[src/retry_pkg.sv]
// Purpose: Shared constants and types for the fault restart retry controller
// Assumes: 32-bit APB, word-aligned registers
// Notes:   Offsets are byte addresses
package retry_pkg;
	localparam logic [7:0] off_resp      = 8'h00;
	localparam logic [7:0] off_unit      = 8'h04;
	localparam logic [7:0] off_ctrl      = 8'h08;
	localparam logic [7:0] off_state     = 8'h0c;
	localparam logic [7:0] off_irq_stat  = 8'h10;
	localparam logic [7:0] off_irq_en    = 8'h14;
	localparam logic [7:0] off_irq_clr   = 8'h18;
	localparam int         retry_lsb     = 3;
	localparam int         delay_lsb     = 0;
	localparam logic [2:0] retry_none    = 3'h0;
	localparam logic [2:0] retry_forever = 3'h7;
	localparam logic [7:0] resp_reset    = 8'h00;
	localparam logic [15:0] unit_reset   = 16'h0019;
	localparam int         clk_mhz       = 25;
	localparam int         unit_us       = 1;
	localparam int         unit_cycles   = (unit_us * clk_mhz < 1) ? 1 : unit_us * clk_mhz;
	localparam int         ev_shutdown   = 0;
	localparam int         ev_restart    = 1;
	localparam int         ev_latched    = 2;
	localparam int         ev_cleared    = 3;
	localparam int         n_events      = 4;

	typedef enum logic [2:0] {
		st_run     = 3'b000,
		st_grace   = 3'b001,
		st_wait    = 3'b010,
		st_attempt = 3'b011,
		st_latched = 3'b100
	} seq_e;

	typedef struct packed {
		logic [1:0] mode;
		logic [2:0] retries;
		logic [2:0] delay;
	} resp_s;

	typedef struct packed {
		logic [2:0] state;
		logic [2:0] left;
		logic       out_en;
		logic       latched;
	} stat_s;
endpackage

[src/delay_timer.sv]
// Purpose: Counts delay time units as powers of two
// Assumes: Unit length given in pclk cycles
// Notes:   Once started, rearms itself after every interval; start realigns it
`timescale 1ns/100ps
module delay_timer
	import retry_pkg::*;
#(
	parameter int unit_w = 16
)(
	input  wire logic              pclk,
	input  wire logic              presetn,
	input  wire logic              start,
	input  wire logic [2:0]        code,
	input  wire logic [unit_w-1:0] unit_len,
	output logic                   done
);
	logic [unit_w-1:0] cyc;
	logic [7:0]        units;
	logic              busy;

	always_ff @(posedge pclk or negedge presetn)
	begin
		if (!presetn)
		begin
			cyc   <= '0;
			units <= '0;
			busy  <= 1'b0;
			done  <= 1'b0;
		end
		else
		begin
			done <= 1'b0;
			if (start)
			begin
				cyc   <= '0;
				units <= 8'(8'h01 << code) - 8'h01; // RQ5
				busy  <= 1'b1;
			end
			else if (busy)
			begin
				if (cyc >= unit_len - unit_w'(1) || unit_len == '0) // RQ7
				begin
					cyc <= '0;
					if (units == 8'h00)
					begin
						// Rearm on the same edge so intervals stay exactly back to back
						units <= 8'(8'h01 << code) - 8'h01; // RQ5
						done  <= 1'b1;
					end
					else
						units <= units - 8'h01;
				end
				else
					cyc <= cyc + unit_w'(1);
			end
		end
	end
endmodule // delay_timer

[src/fault_restart_retry_control.sv]
// Purpose: Sequences restart attempts after a fault, latches off when exhausted
// Assumes: fault_in, off_cmd, restart_ok are pins, synchronised here
// Notes:   Registers over APB; delay = 2^code units, unit from unit register
// Function
// RQ1: Codes three to six give exactly that many restart attempts.
// RQ2: Output stays off after all attempts fail, until cleared.
// RQ3: Code seven retries forever until commanded off or another fault.
// RQ4: Attempts spaced start to start by delay count times time unit.
// RQ5: Delay code n means two to the n time units.
// RQ6: Same delay is the grace time in delayed-response mode.
// RQ7: Unit length comes from a separate time-unit register.
// RQ8: Retry count lives in bits five to three of the response byte.
// RQ9: Zero retry count means no attempt, output held off.
// RQ10: Clear by status bit, clear-all, or output off then on. No status-bit clear here; only the control clear bit or off then on.
// RQ11: Fault clearing reloads attempt counter and delay timer.
//
// Chosen here: register access over APB and the register offsets.
`timescale 1ns/100ps
module fault_restart_retry_control
	import retry_pkg::*;
#(
	parameter int unit_w = 16
)(
	input  wire logic        pclk,
	input  wire logic        presetn,
	input  wire logic        psel,
	input  wire logic        penable,
	input  wire logic        pwrite,
	input  wire logic [7:0]  paddr,
	input  wire logic [31:0] pwdata,
	output logic [31:0]      prdata,
	output logic             pready,
	output logic             pslverr,
	input  wire logic        fault_in,
	input  wire logic        other_fault,
	input  wire logic        off_cmd,
	input  wire logic        restart_ok,
	output logic             out_en,
	output logic             irq
);
	resp_s             resp;
	logic [unit_w-1:0] unit_len;
	logic              op_on;
	logic [n_events-1:0] irq_stat, irq_en, ev;
	logic [1:0]        s_fault, s_other, s_off, s_ok;
	logic              fault, other, pin_off, ok, cmd_off_prev, clear_req;
	seq_e              state;
	logic [2:0]        left;
	logic              tstart, tdone, tick;
	logic              wr, rd;

	assign wr = psel && penable && pwrite;
	assign rd = psel && penable && !pwrite;
	// A done pulse from the interval just left is dropped while the timer rearms
	assign tick = tdone && !tstart;

	function automatic logic hit(input logic [7:0] a, input logic [7:0] o);
		return a == o;
	endfunction

	// Two-stage synchronisers for pins
	always_ff @(posedge pclk or negedge presetn)
	begin
		if (!presetn)
		begin
			s_fault <= '0;
			s_other <= '0;
			s_off   <= '0;
			s_ok    <= '0;
		end
		else
		begin
			s_fault <= {s_fault[0], fault_in};
			s_other <= {s_other[0], other_fault};
			s_off   <= {s_off[0], off_cmd};
			s_ok    <= {s_ok[0], restart_ok};
		end
	end
	assign fault   = s_fault[1];
	assign other   = s_other[1];
	assign pin_off = s_off[1] || !op_on;
	assign ok      = s_ok[1];

	// Register writes
	always_ff @(posedge pclk or negedge presetn)
	begin
		if (!presetn)
		begin
			resp     <= resp_s'(resp_reset);
			unit_len <= unit_w'(unit_cycles);
			op_on    <= 1'b1;
		end
		else if (wr)
		begin
			if (hit(paddr, off_resp))
				resp <= resp_s'(pwdata[7:0]); // RQ8
			if (hit(paddr, off_unit))
				unit_len <= pwdata[unit_w-1:0]; // RQ7
			if (hit(paddr, off_ctrl))
				op_on <= pwdata[0];
		end
	end

	// Clear requests: clear-all bit in the control register, or off-then-on edge
	always_ff @(posedge pclk or negedge presetn)
	begin
		if (!presetn)
		begin
			cmd_off_prev <= 1'b0;
			clear_req    <= 1'b0;
		end
		else
		begin
			cmd_off_prev <= pin_off;
			clear_req    <= (wr && hit(paddr, off_ctrl) && pwdata[1])
				|| (cmd_off_prev && !pin_off); // RQ10
		end
	end

	// Retry sequencer
	always_ff @(posedge pclk or negedge presetn)
	begin
		if (!presetn)
		begin
			state  <= st_run;
			left   <= '0;
			out_en <= 1'b1;
			tstart <= 1'b0;
			ev     <= '0;
		end
		else
		begin
			tstart <= 1'b0;
			ev     <= '0;
			if (clear_req && !pin_off)
			begin
				state  <= st_run; // RQ11
				left   <= resp.retries;
				out_en <= 1'b1;
				ev[ev_cleared] <= 1'b1;
			end
			else if (pin_off)
			begin
				out_en <= 1'b0; // RQ3
				if (state != st_latched)
					state <= st_run;
			end
			else
			begin
				unique case (state)
					st_run:
					begin
						out_en <= 1'b1;
						left   <= resp.retries; // RQ8
						if (fault)
						begin
							tstart <= 1'b1;
							if (resp.mode == 2'b01)
								state <= st_grace; // RQ6
							else
							begin
								out_en <= 1'b0;
								ev[ev_shutdown] <= 1'b1;
								if (resp.retries == retry_none)
								begin
									state <= st_latched; // RQ9
									ev[ev_latched] <= 1'b1;
								end
								else
									state <= st_wait;
							end
						end
					end
					st_grace:
						if (tick)
						begin
							out_en <= !fault;
							ev[ev_shutdown] <= fault;
							if (!fault)
								state <= st_run;
							else if (resp.retries == retry_none)
							begin
								state <= st_latched; // RQ9
								ev[ev_latched] <= 1'b1;
							end
							else
							begin
								state  <= st_wait;
								tstart <= 1'b1;
							end
						end
					st_wait:
						if (tick)
						begin
							// Output rises next cycle, from the attempt state
							state  <= st_attempt; // RQ4
							ev[ev_restart] <= 1'b1;
							if (resp.retries != retry_forever)
								left <= left - 3'h1; // RQ1
						end
					st_attempt:
						if (other)
						begin
							out_en <= 1'b0; // RQ3
							state  <= st_latched;
							ev[ev_latched] <= 1'b1;
						end
						else if (ok && !fault)
							state <= st_run;
						else if (tick)
						begin
							// Failed attempt drops the output one cycle; needs intervals of 2+
							out_en <= 1'b0;
							if (left == 3'h0 && resp.retries != retry_forever)
							begin
								state  <= st_latched; // RQ2
								ev[ev_latched] <= 1'b1;
							end
							else
							begin
								ev[ev_restart] <= 1'b1; // RQ4
								if (resp.retries != retry_forever)
									left <= left - 3'h1; // RQ1
							end
						end
						else
							out_en <= 1'b1;
					st_latched:
						out_en <= 1'b0; // RQ2
					default:
						state <= st_latched;
				endcase
			end
		end
	end

	delay_timer #(
		.unit_w   (unit_w)
	) u_timer (
		.pclk     (pclk),
		.presetn  (presetn),
		.start    (tstart),
		.code     (resp.delay),
		.unit_len (unit_len),
		.done     (tdone)
	);

	// Interrupt status: set wins over clear
	always_ff @(posedge pclk or negedge presetn)
	begin
		if (!presetn)
		begin
			irq_stat <= '0;
			irq_en   <= '0;
			irq      <= 1'b0;
		end
		else
		begin
			if (wr && hit(paddr, off_irq_en))
				irq_en <= pwdata[n_events-1:0];
			if (wr && hit(paddr, off_irq_clr))
				irq_stat <= (irq_stat & ~pwdata[n_events-1:0]) | ev;
			else
				irq_stat <= irq_stat | ev;
			irq <= |(irq_stat & irq_en);
		end
	end

	// APB read path, zero wait states
	always_ff @(posedge pclk or negedge presetn)
	begin
		if (!presetn)
		begin
			prdata  <= '0;
			pready  <= 1'b0;
			pslverr <= 1'b0;
		end
		else
		begin
			pready  <= psel && !penable;
			pslverr <= 1'b0;
			if (psel && !penable && !pwrite)
			begin
				unique case (paddr)
					off_resp:     prdata <= {24'h0, resp};
					off_unit:     prdata <= 32'(unit_len);
					off_ctrl:     prdata <= {31'h0, op_on};
					off_state:    prdata <= {24'h0, stat_s'({state, left, out_en,
						state == st_latched})};
					off_irq_stat: prdata <= 32'(irq_stat);
					off_irq_en:   prdata <= 32'(irq_en);
					default:      prdata <= 32'h0;
				endcase
			end
			if (psel && !penable && !(hit(paddr, off_resp) || hit(paddr, off_unit)
				|| hit(paddr, off_ctrl) || hit(paddr, off_state)
				|| hit(paddr, off_irq_stat) || hit(paddr, off_irq_en)
				|| hit(paddr, off_irq_clr)))
				pslverr <= 1'b1;
		end
	end

	logic [2:0] attempts_seen;
	always_ff @(posedge pclk or negedge presetn)
	begin
		if (!presetn)
			attempts_seen <= '0;
		else if (state == st_run)
			attempts_seen <= '0;
		else if (ev[ev_restart] && attempts_seen != 3'h7)
			attempts_seen <= attempts_seen + 3'h1;
	end

	no_retry_latch_a: assert property (@(posedge pclk) disable iff (!presetn) // RQ9
		state == st_run && fault && !pin_off && !clear_req && resp.mode != 2'b01
		&& resp.retries == retry_none |=> state == st_latched && !out_en)
		else $error("zero retry did not latch off");
	latched_off_a: assert property (@(posedge pclk) disable iff (!presetn) // RQ2
		state == st_latched && !clear_req |=> !out_en)
		else $error("output on while latched");
	count_limit_a: assert property (@(posedge pclk) disable iff (!presetn) // RQ1
		resp.retries != retry_forever && state != st_run
		|-> attempts_seen <= resp.retries)
		else $error("too many restart attempts");
	forever_no_latch_a: assert property (@(posedge pclk) disable iff (!presetn) // RQ3
		state == st_attempt && tdone && resp.retries == retry_forever && !other
		&& !pin_off && !clear_req && !(ok && !fault) |=> state == st_attempt)
		else $error("continuous retry stopped");
	restart_timer_a: assert property (@(posedge pclk) disable iff (!presetn) // RQ4
		ev[ev_restart] |-> $past(tdone))
		else $error("restart not on timer expiry");
	clear_reload_a: assert property (@(posedge pclk) disable iff (!presetn) // RQ11
		clear_req && !pin_off |=> state == st_run && left == $past(resp.retries))
		else $error("clear did not reload");
	off_cmd_a: assert property (@(posedge pclk) disable iff (!presetn) // RQ10
		pin_off && !clear_req |=> !out_en)
		else $error("output on while commanded off");
	grace_on_a: assert property (@(posedge pclk) disable iff (!presetn) // RQ6
		state == st_grace && !tdone && !pin_off |=> out_en)
		else $error("output off during grace time");

	latch_c: cover property (@(posedge pclk) state == st_attempt ##1 state == st_latched);
	retry_c: cover property (@(posedge pclk) ev[ev_restart] ##[1:1000] ev[ev_restart]);
	clear_c: cover property (@(posedge pclk) state == st_latched ##1 clear_req);
	grace_c: cover property (@(posedge pclk) state == st_grace ##1 state == st_wait);
endmodule // fault_restart_retry_control

[config.mk]
export PLATFORM = sky130hd
export DESIGN_NAME = fault_restart_retry_control
export DESIGN_NICKNAME = d
export VERILOG_FILES = /design/src/retry_pkg.sv /design/src/delay_timer.sv /design/src/fault_restart_retry_control.sv
export SDC_FILE = /design/constraint.sdc
export NUM_CORES = 1
export LEC_CHECK = 0
export BUFFER_PORTS_ARGS = -buffer_cell sky130_fd_sc_hd__buf_2
export CORE_ASPECT_RATIO = 0.8
export CORE_UTILIZATION = 50
export CTS_CLUSTER_DIAMETER = 100
export DETAILED_ROUTE_END_ITERATION = 8
export GPL_TIMING_DRIVEN = 0
export PLACE_DENSITY = 0.73
export SYNTH_ARGS = -nofsm -noshare
export SYNTH_HDL_FRONTEND = slang
export SYNTH_SLANG_ARGS = --single-unit
[constraint.sdc]
create_clock -name pclk -period 4.8 [get_ports pclk]
set_input_delay 0.48 -clock pclk [delete_from_list [all_inputs] [get_ports pclk]]
set_output_delay 0.48 -clock pclk [all_outputs]
set_load 0.01 [all_outputs]
# Word-level counts from Yosys, hierarchy flattened
# Index checks and enable logic that the tools add are counted.
[op_classes] addsub=5 magnitude_cmp=1 n_eq_ne=27 shift=1 muxes=74 bitwise=5 n_reduce_logical=48
[ops] operator="$pmux W16 S6" count=1
[ops] operator="$mux W3" count=23
[ops] operator="$mux W16" count=3
[ops] operator="$mux W1" count=33
[ops] operator="$mux W8" count=4
[ops] operator="$eq A8 B5 Y1 const B" count=3
[ops] operator="$ne A3 B3 Y1 const B" count=8
[ops] operator="$add A16 B1 Y16 const B" count=1
[ops] operator="$eq A8 B4 Y1 const B" count=2
[ops] operator="$ge A16 B16 Y1" count=1
[ops] operator="$logic_not A16 Y1" count=1
[ops] operator="$logic_not A8 Y1" count=2
[ops] operator="$sub A16 B1 Y16 const B" count=1
[ops] operator="$sub A8 B1 Y8 const B" count=2
[ops] operator="$pmux W3 S5" count=1
[ops] operator="$logic_and A1 B1 Y1" count=14
[ops] operator="$reduce_and A7 Y1" count=2
[ops] operator="$ne A4 B4 Y1 const B" count=3
[ops] operator="$ne A6 B6 Y1 const B" count=2
[ops] operator="$logic_not A3 Y1" count=3
[ops] operator="$logic_or A1 B1 Y1" count=9
[ops] operator="$pmux W3 S3" count=1
[ops] operator="$and A4 B4 Y4" count=2
[ops] operator="$eq A8 B3 Y1 const B" count=1
[ops] operator="other kinds (23)" count=38
[totals] ff_bits=116 input_bits=49 out_inout_bits=36 word_cells=187

# Depth between registers and ports, before layout
# Gate-level depths: netlist of the first run.
[logic_depth] depth_word=10 depth_mapped=16 depth_no_buf=14

# By module
# A second synthesis of the first run with hierarchy kept.
[unflattened] hier_cells=589 area_unflattened_um2=5965.7
[by_module_without_submodules] mod="fault_restart_retry_control" instances=1 cells_each=325 area_each_um2=3694.8 seq_area_each_um2=1858.0
[by_module_without_submodules] mod="delay_timer" instances=1 cells_each=264 area_each_um2=2270.9 seq_area_each_um2=650.6

# Worst setup path before layout of the first run
# OpenSTA, ideal clock, no wires.
[synth_path] path_type="register to register" from="register unit_len[1]" to="register u_timer.cyc[5]" setup_ps=90 arrival_ps=3272 required_ps=4710 slack_ps=1438 stages_incl_launch_ff=16 path_buffers=1 synth_period_minus_slack_ps=3362 path_cell_list="dfrtp_1 > inv_1 > ha_1 > nor4b_2 > nand2_1 > or4_1 > nor3_1 > xnor2_1 > ha_1 > nand4_1 > nor2_1 > a2bb2oi_1 > clkbuf_1 > nand3_2 > or4_1 > o221ai_1"
[synth_via] elab_chain_len=6 elab_cells_between_ends=7 classes_between="1 x add/sub; 1 x order compare; 3 x mux; 2 x reduce/logical"
[synth_lines] item="from (decl)" line="fault_restart_retry_control.sv:42" rtl="logic [unit_w-1:0] unit_len;"
[synth_lines] item="from (signal assigned)" line="fault_restart_retry_control.sv:90" rtl="unit_len <= unit_w'(unit_cycles);"
[synth_lines] item="from (signal assigned)" line="fault_restart_retry_control.sv:98" rtl="unit_len <= pwdata[unit_w-1:0];"
[synth_lines] item="$sub A16 B1 Y16" line="delay_timer.sv:41" rtl="if (cyc >= unit_len - unit_w'(1) || unit_len == '0)"
[synth_lines] item="$ge A16 B16 Y1" line="delay_timer.sv:41"
[synth_lines] item="$logic_or A1 B1 Y1 (*)" line="delay_timer.sv:41"
[synth_lines] item="$mux W16 (*)" line="delay_timer.sv:41"
[synth_lines] item="$mux W16 (*)" line="delay_timer.sv:39" rtl="else if (busy)"
[synth_lines] item="$mux W16 (*)" line="delay_timer.sv:33" rtl="if (start)"
[synth_lines] item="to (signal assigned)" line="delay_timer.sv:54" rtl="cyc <= cyc + unit_w'(1);"
[synth_lines] item="to (decl)" line="delay_timer.sv:17" rtl="logic [unit_w-1:0] cyc;"
# Every way passes the cells marked *; elsewhere a longest branch is shown, timed or not. The select of a mux whose other input is x is not followed.
# A chain may end at the register's enable or synchronous reset.

# Final worst setup path of the first run
[layout_path] from="register unit_len[0]" to="register u_timer.cyc[12]"
# Same word-level chain as after synthesis.

==> results of run 1 <==
-- how the worst max path moves through the flow --
stage / end / start / cells past startpoint
after global routing: u_timer.cyc[11] / unit_len[0] / 14
after floorplan: u_timer.cyc[5] / unit_len[1] / 15
final: u_timer.cyc[12] / unit_len[0] / 16
after detailed placement: u_timer.units[5] / unit_len[0] / 16
after CTS: u_timer.cyc[12] / unit_len[0] / 16
after global placement: u_timer.cyc[5] / unit_len[1] / 15
-- layout make-up --
type,count,area [um^2],share of cell area (%)
multi-input cells,433,2907,44.75
plain buffers,40,224.0,3.448
repair buffers,52,285.3,4.392
flip-flops and latches,100,2509,38.62
well taps,144,180.2,2.774
clock buffers,10,239.0,3.679
inverters,26,97.59,1.503
clock inverters,6,53.80,0.8284
-- cell usage after synthesis, types with 4 or more instances --
cell | n | share of area, %
a41o_1 | 5 | 0.88
nand4_1 | 5 | 0.55
mux2_2 | 34 | 6.7
o22ai_1 | 4 | 0.44
buf_4 | 18 | 2.4
o31ai_1 | 5 | 0.66
clkbuf_1 | 17 | 1.1
o21ai_0 | 30 | 2.6
inv_1 | 25 | 1.7
nor2_1 | 31 | 2.0
nand3_1 | 22 | 1.9
a21oi_1 | 28 | 2.5
xor2_1 | 5 | 0.77
nor2b_1 | 9 | 0.99
xnor2_1 | 11 | 1.7
buf_2 | 5 | 0.44
a31oi_1 | 12 | 1.3
or4_1 | 4 | 0.53
ha_1 | 22 | 4.8
dfstp_2 | 5 | 2.3
dfrtp_1 | 95 | 42
nor4_1 | 8 | 0.88
o211ai_1 | 4 | 0.53
and3_1 | 4 | 0.44
nand2b_1 | 9 | 0.99
a22o_1 | 9 | 1.4
nand2_1 | 68 | 4.5
or2_2 | 4 | 0.44
mux2i_1 | 7 | 1.2
a21o_1 | 7 | 0.93
nor3_1 | 18 | 1.6
a22oi_1 | 6 | 0.79
-- registers in the layout, summed over array words and instances (netlist names) --
register and cells:
tstart 1, state 3, prdata 16, cmd_off_prev 1, s_other 2, left 3, out_en 1, s_fault 2
u_timer.done 1, clear_req 1, u_timer.units 8, op_on 1, ev 4, irq_en 4, irq_stat 4, pslverr 1
irq 1, u_timer.cyc 16, resp 8, s_ok 2, pready 1, unit_len 16, s_off 2, u_timer.busy 1
-- logic make-up (layout without fill, tap and decap cells) --
logic type | count (synthesis) | count (layout) | synth area share, %
AOI/OAI and AO/OA | 135 | 135 | 15.95
buffers and inverters | 66 | 134 | 5.661
muxes | 43 | 43 | 8.767
xor gates and xnor gates | 16 | 16 | 2.467
adders and majority gates | 22 | 22 | 4.846
and+or+nand+nor | 201 | 201 | 18.08
other | 1 | 16 | 0.06602
DFF | 100 | 100 | 44.16
-- worst max-delay path, cell delays in order (launching register included) --
cell and delay [ns]:
dfstp_2 0.40, inv_1 0.08, ha_1 0.20, nor4b_2 0.32
nand2_1 0.13, or4_1 0.46, nor3_1 0.23, xnor2_1 0.18
ha_1 0.28, nand4_1 0.15, nor2_1 0.07, a2bb2oi_1 0.18
clkbuf_1 0.43, nand3_2 0.23, buf_4 0.23, nor4_1 0.28
a21o_1 0.12
-- power by group through the flow --
stage          clock, uW  sequential [uW]  combinational (uW)
3_5_place_dp           0              933                 334
3_3_place_gp           0              932                 319
2_1_floorplan          0              924                 238
6_report             713              917                 339
4_1_cts              726              917                 337
5_1_grt              760              923                 377
-- stage by stage --
| stage | util [%] | instance area [um^2] | power (uW) |
|---|---|---|---|
| detailed placement | 56.51 | 6202 | 1267 |
| CTS | 59.18 | 6495 | 1980 |
| global placement | 56.24 | 6172 | 1251 |
| floorplan | - | 5737 | 1162 |
| finish | 59.18 | 6495 | 1970 |
| global route | 59.18 | 6495 | 2059 |
-- routing by layer --
layer / vias to the layer above / part of all wire [%]
met5: - / 0
met4: 0 / 1.0
met3: 15 / 8.0
met2: 185 / 44
met1: 2327 / 47
li1: 2240 / -
-- cells in the final DEF (no fill, tap or decap), types with 11 or more instances in the layout --
cell type	netlist	final
nor2_1	31	31
xnor2_1	11	11
dfrtp_1	95	95
ha_1	22	22
conb_1	1	16
nand3_1	22	22
buf_2	5	55
o21ai_0	30	30
nor3_1	18	18
clkbuf_1	17	17
mux2_2	34	34
a21oi_1	28	28
buf_4	18	19
nand2_1	68	68
inv_1	25	25
a31oi_1	12	12
==> results by group, run 1 <==
Flow run
  • Max_cap viols: 0

Critical path
  • Crit-path max FO: 10
  • CP Launch Type: flip-flop
  • Worst EP arrival: ~4.3 ns
  • R2R depth: 16
  • Worst Setup Path Type: reg -> reg
  • RR Endpoint: u_timer.cyc[12]
  • Worst R2R Start: unit_len[0]
  • CP Data Required Time: between 5 and 6 ns
  • FF-to-FF setup slack: 0.76 ns
  • Crit end category: flip-flop

Timing
  • Final hold slack: roughly 0.13 ns
  • Max Fclk: about 250 MHz
  • Tcrit/Tclk final: 84.13%
  • Post-Route Skew: a little under 0.009 ns
  • Max-slew violation count: 0
  • Relative slew slack: ~48%
  • Hold Fails Final Rpt: 0
  • Setup violation total in the final timing report: 0
  • PnR worst setup slack: 0.7617 ns
  • Final setup TNS: 0 ns
  • RSZ-0062 raised after global routing: no
  • Post-layout min period: roughly 4.0 ns
  • Slew @ Worst Pin: 0.7727 ns

Cells and area
  • Layout area overhead: 14.34%
  • Fin nets: 733
  • Finished Layout Cells: 811
  • Layout cell share with drive strength beyond 1: 22.34%
  • Fill count: 954
  • # diodes: 0

Global routing
  • M3 GR Usage: 5.986%
  • GR peak layer: met1
  • Grt ovf: 0
  • Initial antenna violation count: 0
  • GRT Util Overall: 23.72%
  • Largest net degree at the start of global routing: between 50 and 60
  • M2 GR Usage: 34.81%
  • Number of global-route vias before repair: between 4k and 5k
  • Met1 Usage GRT: 35.01%
  • Global-route wire length before repair: 22070 um

Floorplanning
  • IO Pins: 85
  • Die area: 0.01179 mm^2
  • Die height: 97.34 um
  • Area of the core: 0.01098 mm^2
  • Initial core utilization: between 50% and 60%
  • Site Rows: 34
  • Die W: between 100 and 150 um

Drt
  • DRC Markers: 0
  • Total routed wirelength: 13380 um
  • Pre-antenna DRT Iters: 5
  • Vias: around 4.8k
  • Per-cell routed wire length: 16.50 um
  • Detailed router's first-iteration violation count: 318
  • Final ANT Viol Nets: 0
  • Vias per cell: ~5.9

Placed design
  • Place WS: slightly above 0.9 ns
  • Routability cong.: 0.9302
  • Post-Place Cells: between 700 and 800
  • HPWL Detailed: around 10000 um
  • Port bufs: roughly 50

Power and ir drop
  • PwrDens: 303.3 mW/mm^2
  • Switch share: between 20% and 30%
  • Clock power share: 36.2%
  • Reg power frac: 46.6%
  • Leakage: 0.003116 uW
  • Net Switching: about 570 uW
  • IR drop worst, VDD: roughly 0.0002 V
  • Int Power: 1400 uW
  • Gate power share: 17.2%

CTS
  • H-tree depth: 3
  • CTS root buf: clkbuf_16
  • Sink Count: 100
  • CTS max path bufs: 2
  • Worst-Skew Late Latency: around 0.35 ns
  • Setup Fix Bufs, Post-CTS: 0
  • Hold-fix buffer count after cts: 0
  • TritonCTS clock tree: built
  • CTS Buf Count: 9
  • CTS clk-pin slew, worst paths: 0.07 ns
  • CTS resizes: 0

Logic synthesis
  • Post-synthesis sequential area ratio: 44.16%
  • Synth Instances: just under 600
  • Number of synthesized flops with an enable pin: 0
  • Synth Register Bits: 100
  • Netlist Area Pre-Place: 0.005680 mm^2
  • Post-synth cell types: 64
  • Yosys warning count: 0
  • Synth Area per Inst: 9.727 um^2
  • Ys flop type: dfrtp_1
  • FFs w/ async S/R, synth: 100.0%

Run status
  • Status: complete, no violations

Hold path
  • Hold crit path type: in -> async
Note: power is estimated with default switching activity, not from simulation.
==> run 2: changes to the inputs <==
clock period = 4.15 ns   (was 4.8 ns; I/O delays follow)
==> results by group, run 2 (same netlist as run 1, synthesis figures left out) <==
CTS
  • TritonCTS clock tree: built
  • Worst-Skew Late Latency: 0.35 ns (about the same)
  • CTS max path bufs: 2 (unchanged)
  • H-tree depth: 3 (unchanged)
  • CTS clk-pin slew, worst paths: 0.07 ns (about the same)
  • CTS Buf Count: 9 (unchanged)
  • Sink Count: 100 (unchanged)
  • CTS root buf: clkbuf_16

Timing
  • RSZ-0062 raised after global routing: no
  • Slew @ Worst Pin: 0.7789 ns (+0.006169 ns)
  • Max Fclk: 263.6 MHz (+6.5%)
  • Post-layout min period: 3.793 ns (-0.2451 ns)
  • Final setup TNS: 0 ns (unchanged)
  • Hold Fails Final Rpt: 0 (unchanged)
  • Setup violation total in the final timing report: 0 (unchanged)
  • Post-Route Skew: 0.009214 ns (+0.0005599 ns)
  • Relative slew slack: 47.64% (-0.41 points)
  • Tcrit/Tclk final: 91.40% (+7.3 points)
  • Final hold slack: 0.06189 ns (-0.06697 ns)
  • Max-slew violation count: 0 (unchanged)

Global routing
  • Number of global-route vias before repair: 4472 (unchanged)
  • Largest net degree at the start of global routing: 58 (unchanged)
  • GRT Util Overall: 23.72% (unchanged)
  • Grt ovf: 0 (unchanged)
  • Global-route wire length before repair: 22070 um (unchanged)
  • Initial antenna violation count: 0 (unchanged)

Drt
  • Vias: 4722 (-0.94%)
  • DRC Markers: 0 (unchanged)
  • Final ANT Viol Nets: 0 (unchanged)
  • Vias per cell: 5.822 (-0.94%)
  • Total routed wirelength: 13350 um (-0.22%)
  • Detailed router's first-iteration violation count: 309 (-2.8%)
  • Pre-antenna DRT Iters: 4 (-1)
  • Per-cell routed wire length: 16.46 um (-0.22%)

Power and ir drop
  • Switch share: 28.85% (-0.093 points)
  • Reg power frac: 46.6% (about the same)
  • Net Switching: 656.7 uW (+15%)
  • Clock power share: 36.2% (about the same)
  • IR drop worst, VDD: 0.0002316 V (+15%)
  • Leakage: 0.003132 uW (+0.52%)
  • Gate power share: 17.2% (about the same)
  • Int Power: 1620 uW (+16%)
  • PwrDens: 349.6 mW/mm^2 (+15%)

Cells and area
  • Most frequent cells in the layout: dfrtp_1 (95), nand2_1 (68), buf_2 (55)
  • Top Registers: prdata (16), u_timer.cyc (16), unit_len (16)
  • Layout area overhead: 14.63%
  • # diodes: 0 (unchanged)
  • Layout cell share with drive strength beyond 1: 22.64% (+0.30 points)
  • Commonest non-fill, non-tap cell in the layout: dfrtp_1
  • Fin nets: 733 (unchanged)

Critical path
  • WP buf/inv: 3 (unchanged)
  • Worst path slowest cell: or4_1
  • Worst Setup Path Type: reg -> reg
  • Crit-path max FO: 10 (unchanged)
  • CP Data Required Time: 4.44 ns (-0.65 ns)
  • Worst EP arrival: 4.08 ns (-0.25 ns)
  • Critical path's top delay family: simple AND/OR/NAND/NOR gates
  • CP Launch Type: flip-flop
  • Crit-path cells: inv_1 -> ha_1 -> nor4b_4 -> nand2_1 -> or4_1 -> nor3_1 -> xnor2_1 -> ha_1 -> nand4_1 -> nor2_1 -> a2bb2oi_1 -> clkbuf_2 -> nand3_2 -> buf_4 -> nor4_1 -> a21o_1
  • CP most frequent cell: ha_1
  • Crit end category: flip-flop
  • Biggest cell delay along the critical path: 0.46 ns (about the same)
  • FF-to-FF setup slack: 0.36 ns (-0.40 ns)

Floorplanning
  • Site Rows: 34 (unchanged)
  • Die W: 121.2 um (unchanged)
  • IO Pins: 85 (unchanged)
  • Area of the core: 0.01098 mm^2 (unchanged)
  • Die area: 0.01179 mm^2 (unchanged)
  • Initial core utilization: 51.76% (unchanged)
  • Die height: 97.34 um (unchanged)

Placed design
  • Port bufs: 51 (unchanged)
  • HPWL Detailed: 10020 um (unchanged)
  • Routability cong.: 0.9302 (unchanged)

Run status
  • Status: complete, no violations

Hold path
  • Hold crit path type: in -> async

Flow run
  • Max_cap viols: 0 (unchanged)
==> run 2: cell counts in the layout (fill, tap and decap cells not counted) <==
Identical to the previous run, type by type.
==> run 2: power groups by stage <==
stage	registers, uW	clock network (uW)	logic (uW)
floorplan	1070	0	275
global placement	1080	0	369
detailed placement	1080	0	386
CTS	1060	839	390
global route	1070	879	437
finish	1060	823	392
==> run 2: worst paths after layout <==
path / startpoint / to / cells past startpoint
setup / recovery: unit_len[0] / u_timer.cyc[12] / 16
hold / removal: presetn / unit_len[10] / 1
setup reg to reg: unit_len[0] / u_timer.cyc[12] / 16
hold reg to reg: s_ok[0] / s_ok[1] / 0
max in group asynchronous: presetn / op_on / 2
min in group pclk: fault_in / s_fault[0] / 1
==> run 2: layout make-up <==
| cell class | instances | area [um^2] |
|---|---|---|
| sequential | 100 | 2509 |
| multi-input combinational | 433 | 2922 |
| tap | 144 | 180.2 |
| timing repair buffer | 52 | 285.3 |
| buffer | 40 | 225.2 |
| inverter | 26 | 97.59 |
| clock inverter | 6 | 53.80 |
| fill | 951 | 4464 |
| clock buffer | 10 | 239.0 |
==> run 2: layer usage <==
| metal | wire, um | global-route usage [%] | vias to the layer above |
|---|---|---|---|
| met4 | 123 | 5.603 | 0 |
| met1 | 6333 | 35.01 | 2310 |
| met5 | 0 | 0 | - |
| met2 | 5991 | 34.81 | 157 |
| li1 | - | - | 2242 |
| met3 | 904 | 5.986 | 13 |
==> run 2: repair_timing <==
action | 4_1_cts | 5_1_grt
hold endpoints to repair | 0 | 0
resized for setup | 0 | 5
setup endpoints to repair | 0 | 15
setup buffers | 0 | 0
hold buffers | 0 | 0
==> run 2: stage by stage <==
step,cell area (um^2),setup slack (ns),utilization [%],std cells,total power (uW)
finish,6511,0.3568,59.33,811,2276
global route,6511,0.04284,59.33,811,2383
CTS,6495,0.1605,59.18,811,2290
detailed placement,6202,0.2614,56.51,795,1465
global placement,6172,0.3353,56.24,794,1447
floorplan,5737,0.7876,-,599,1344
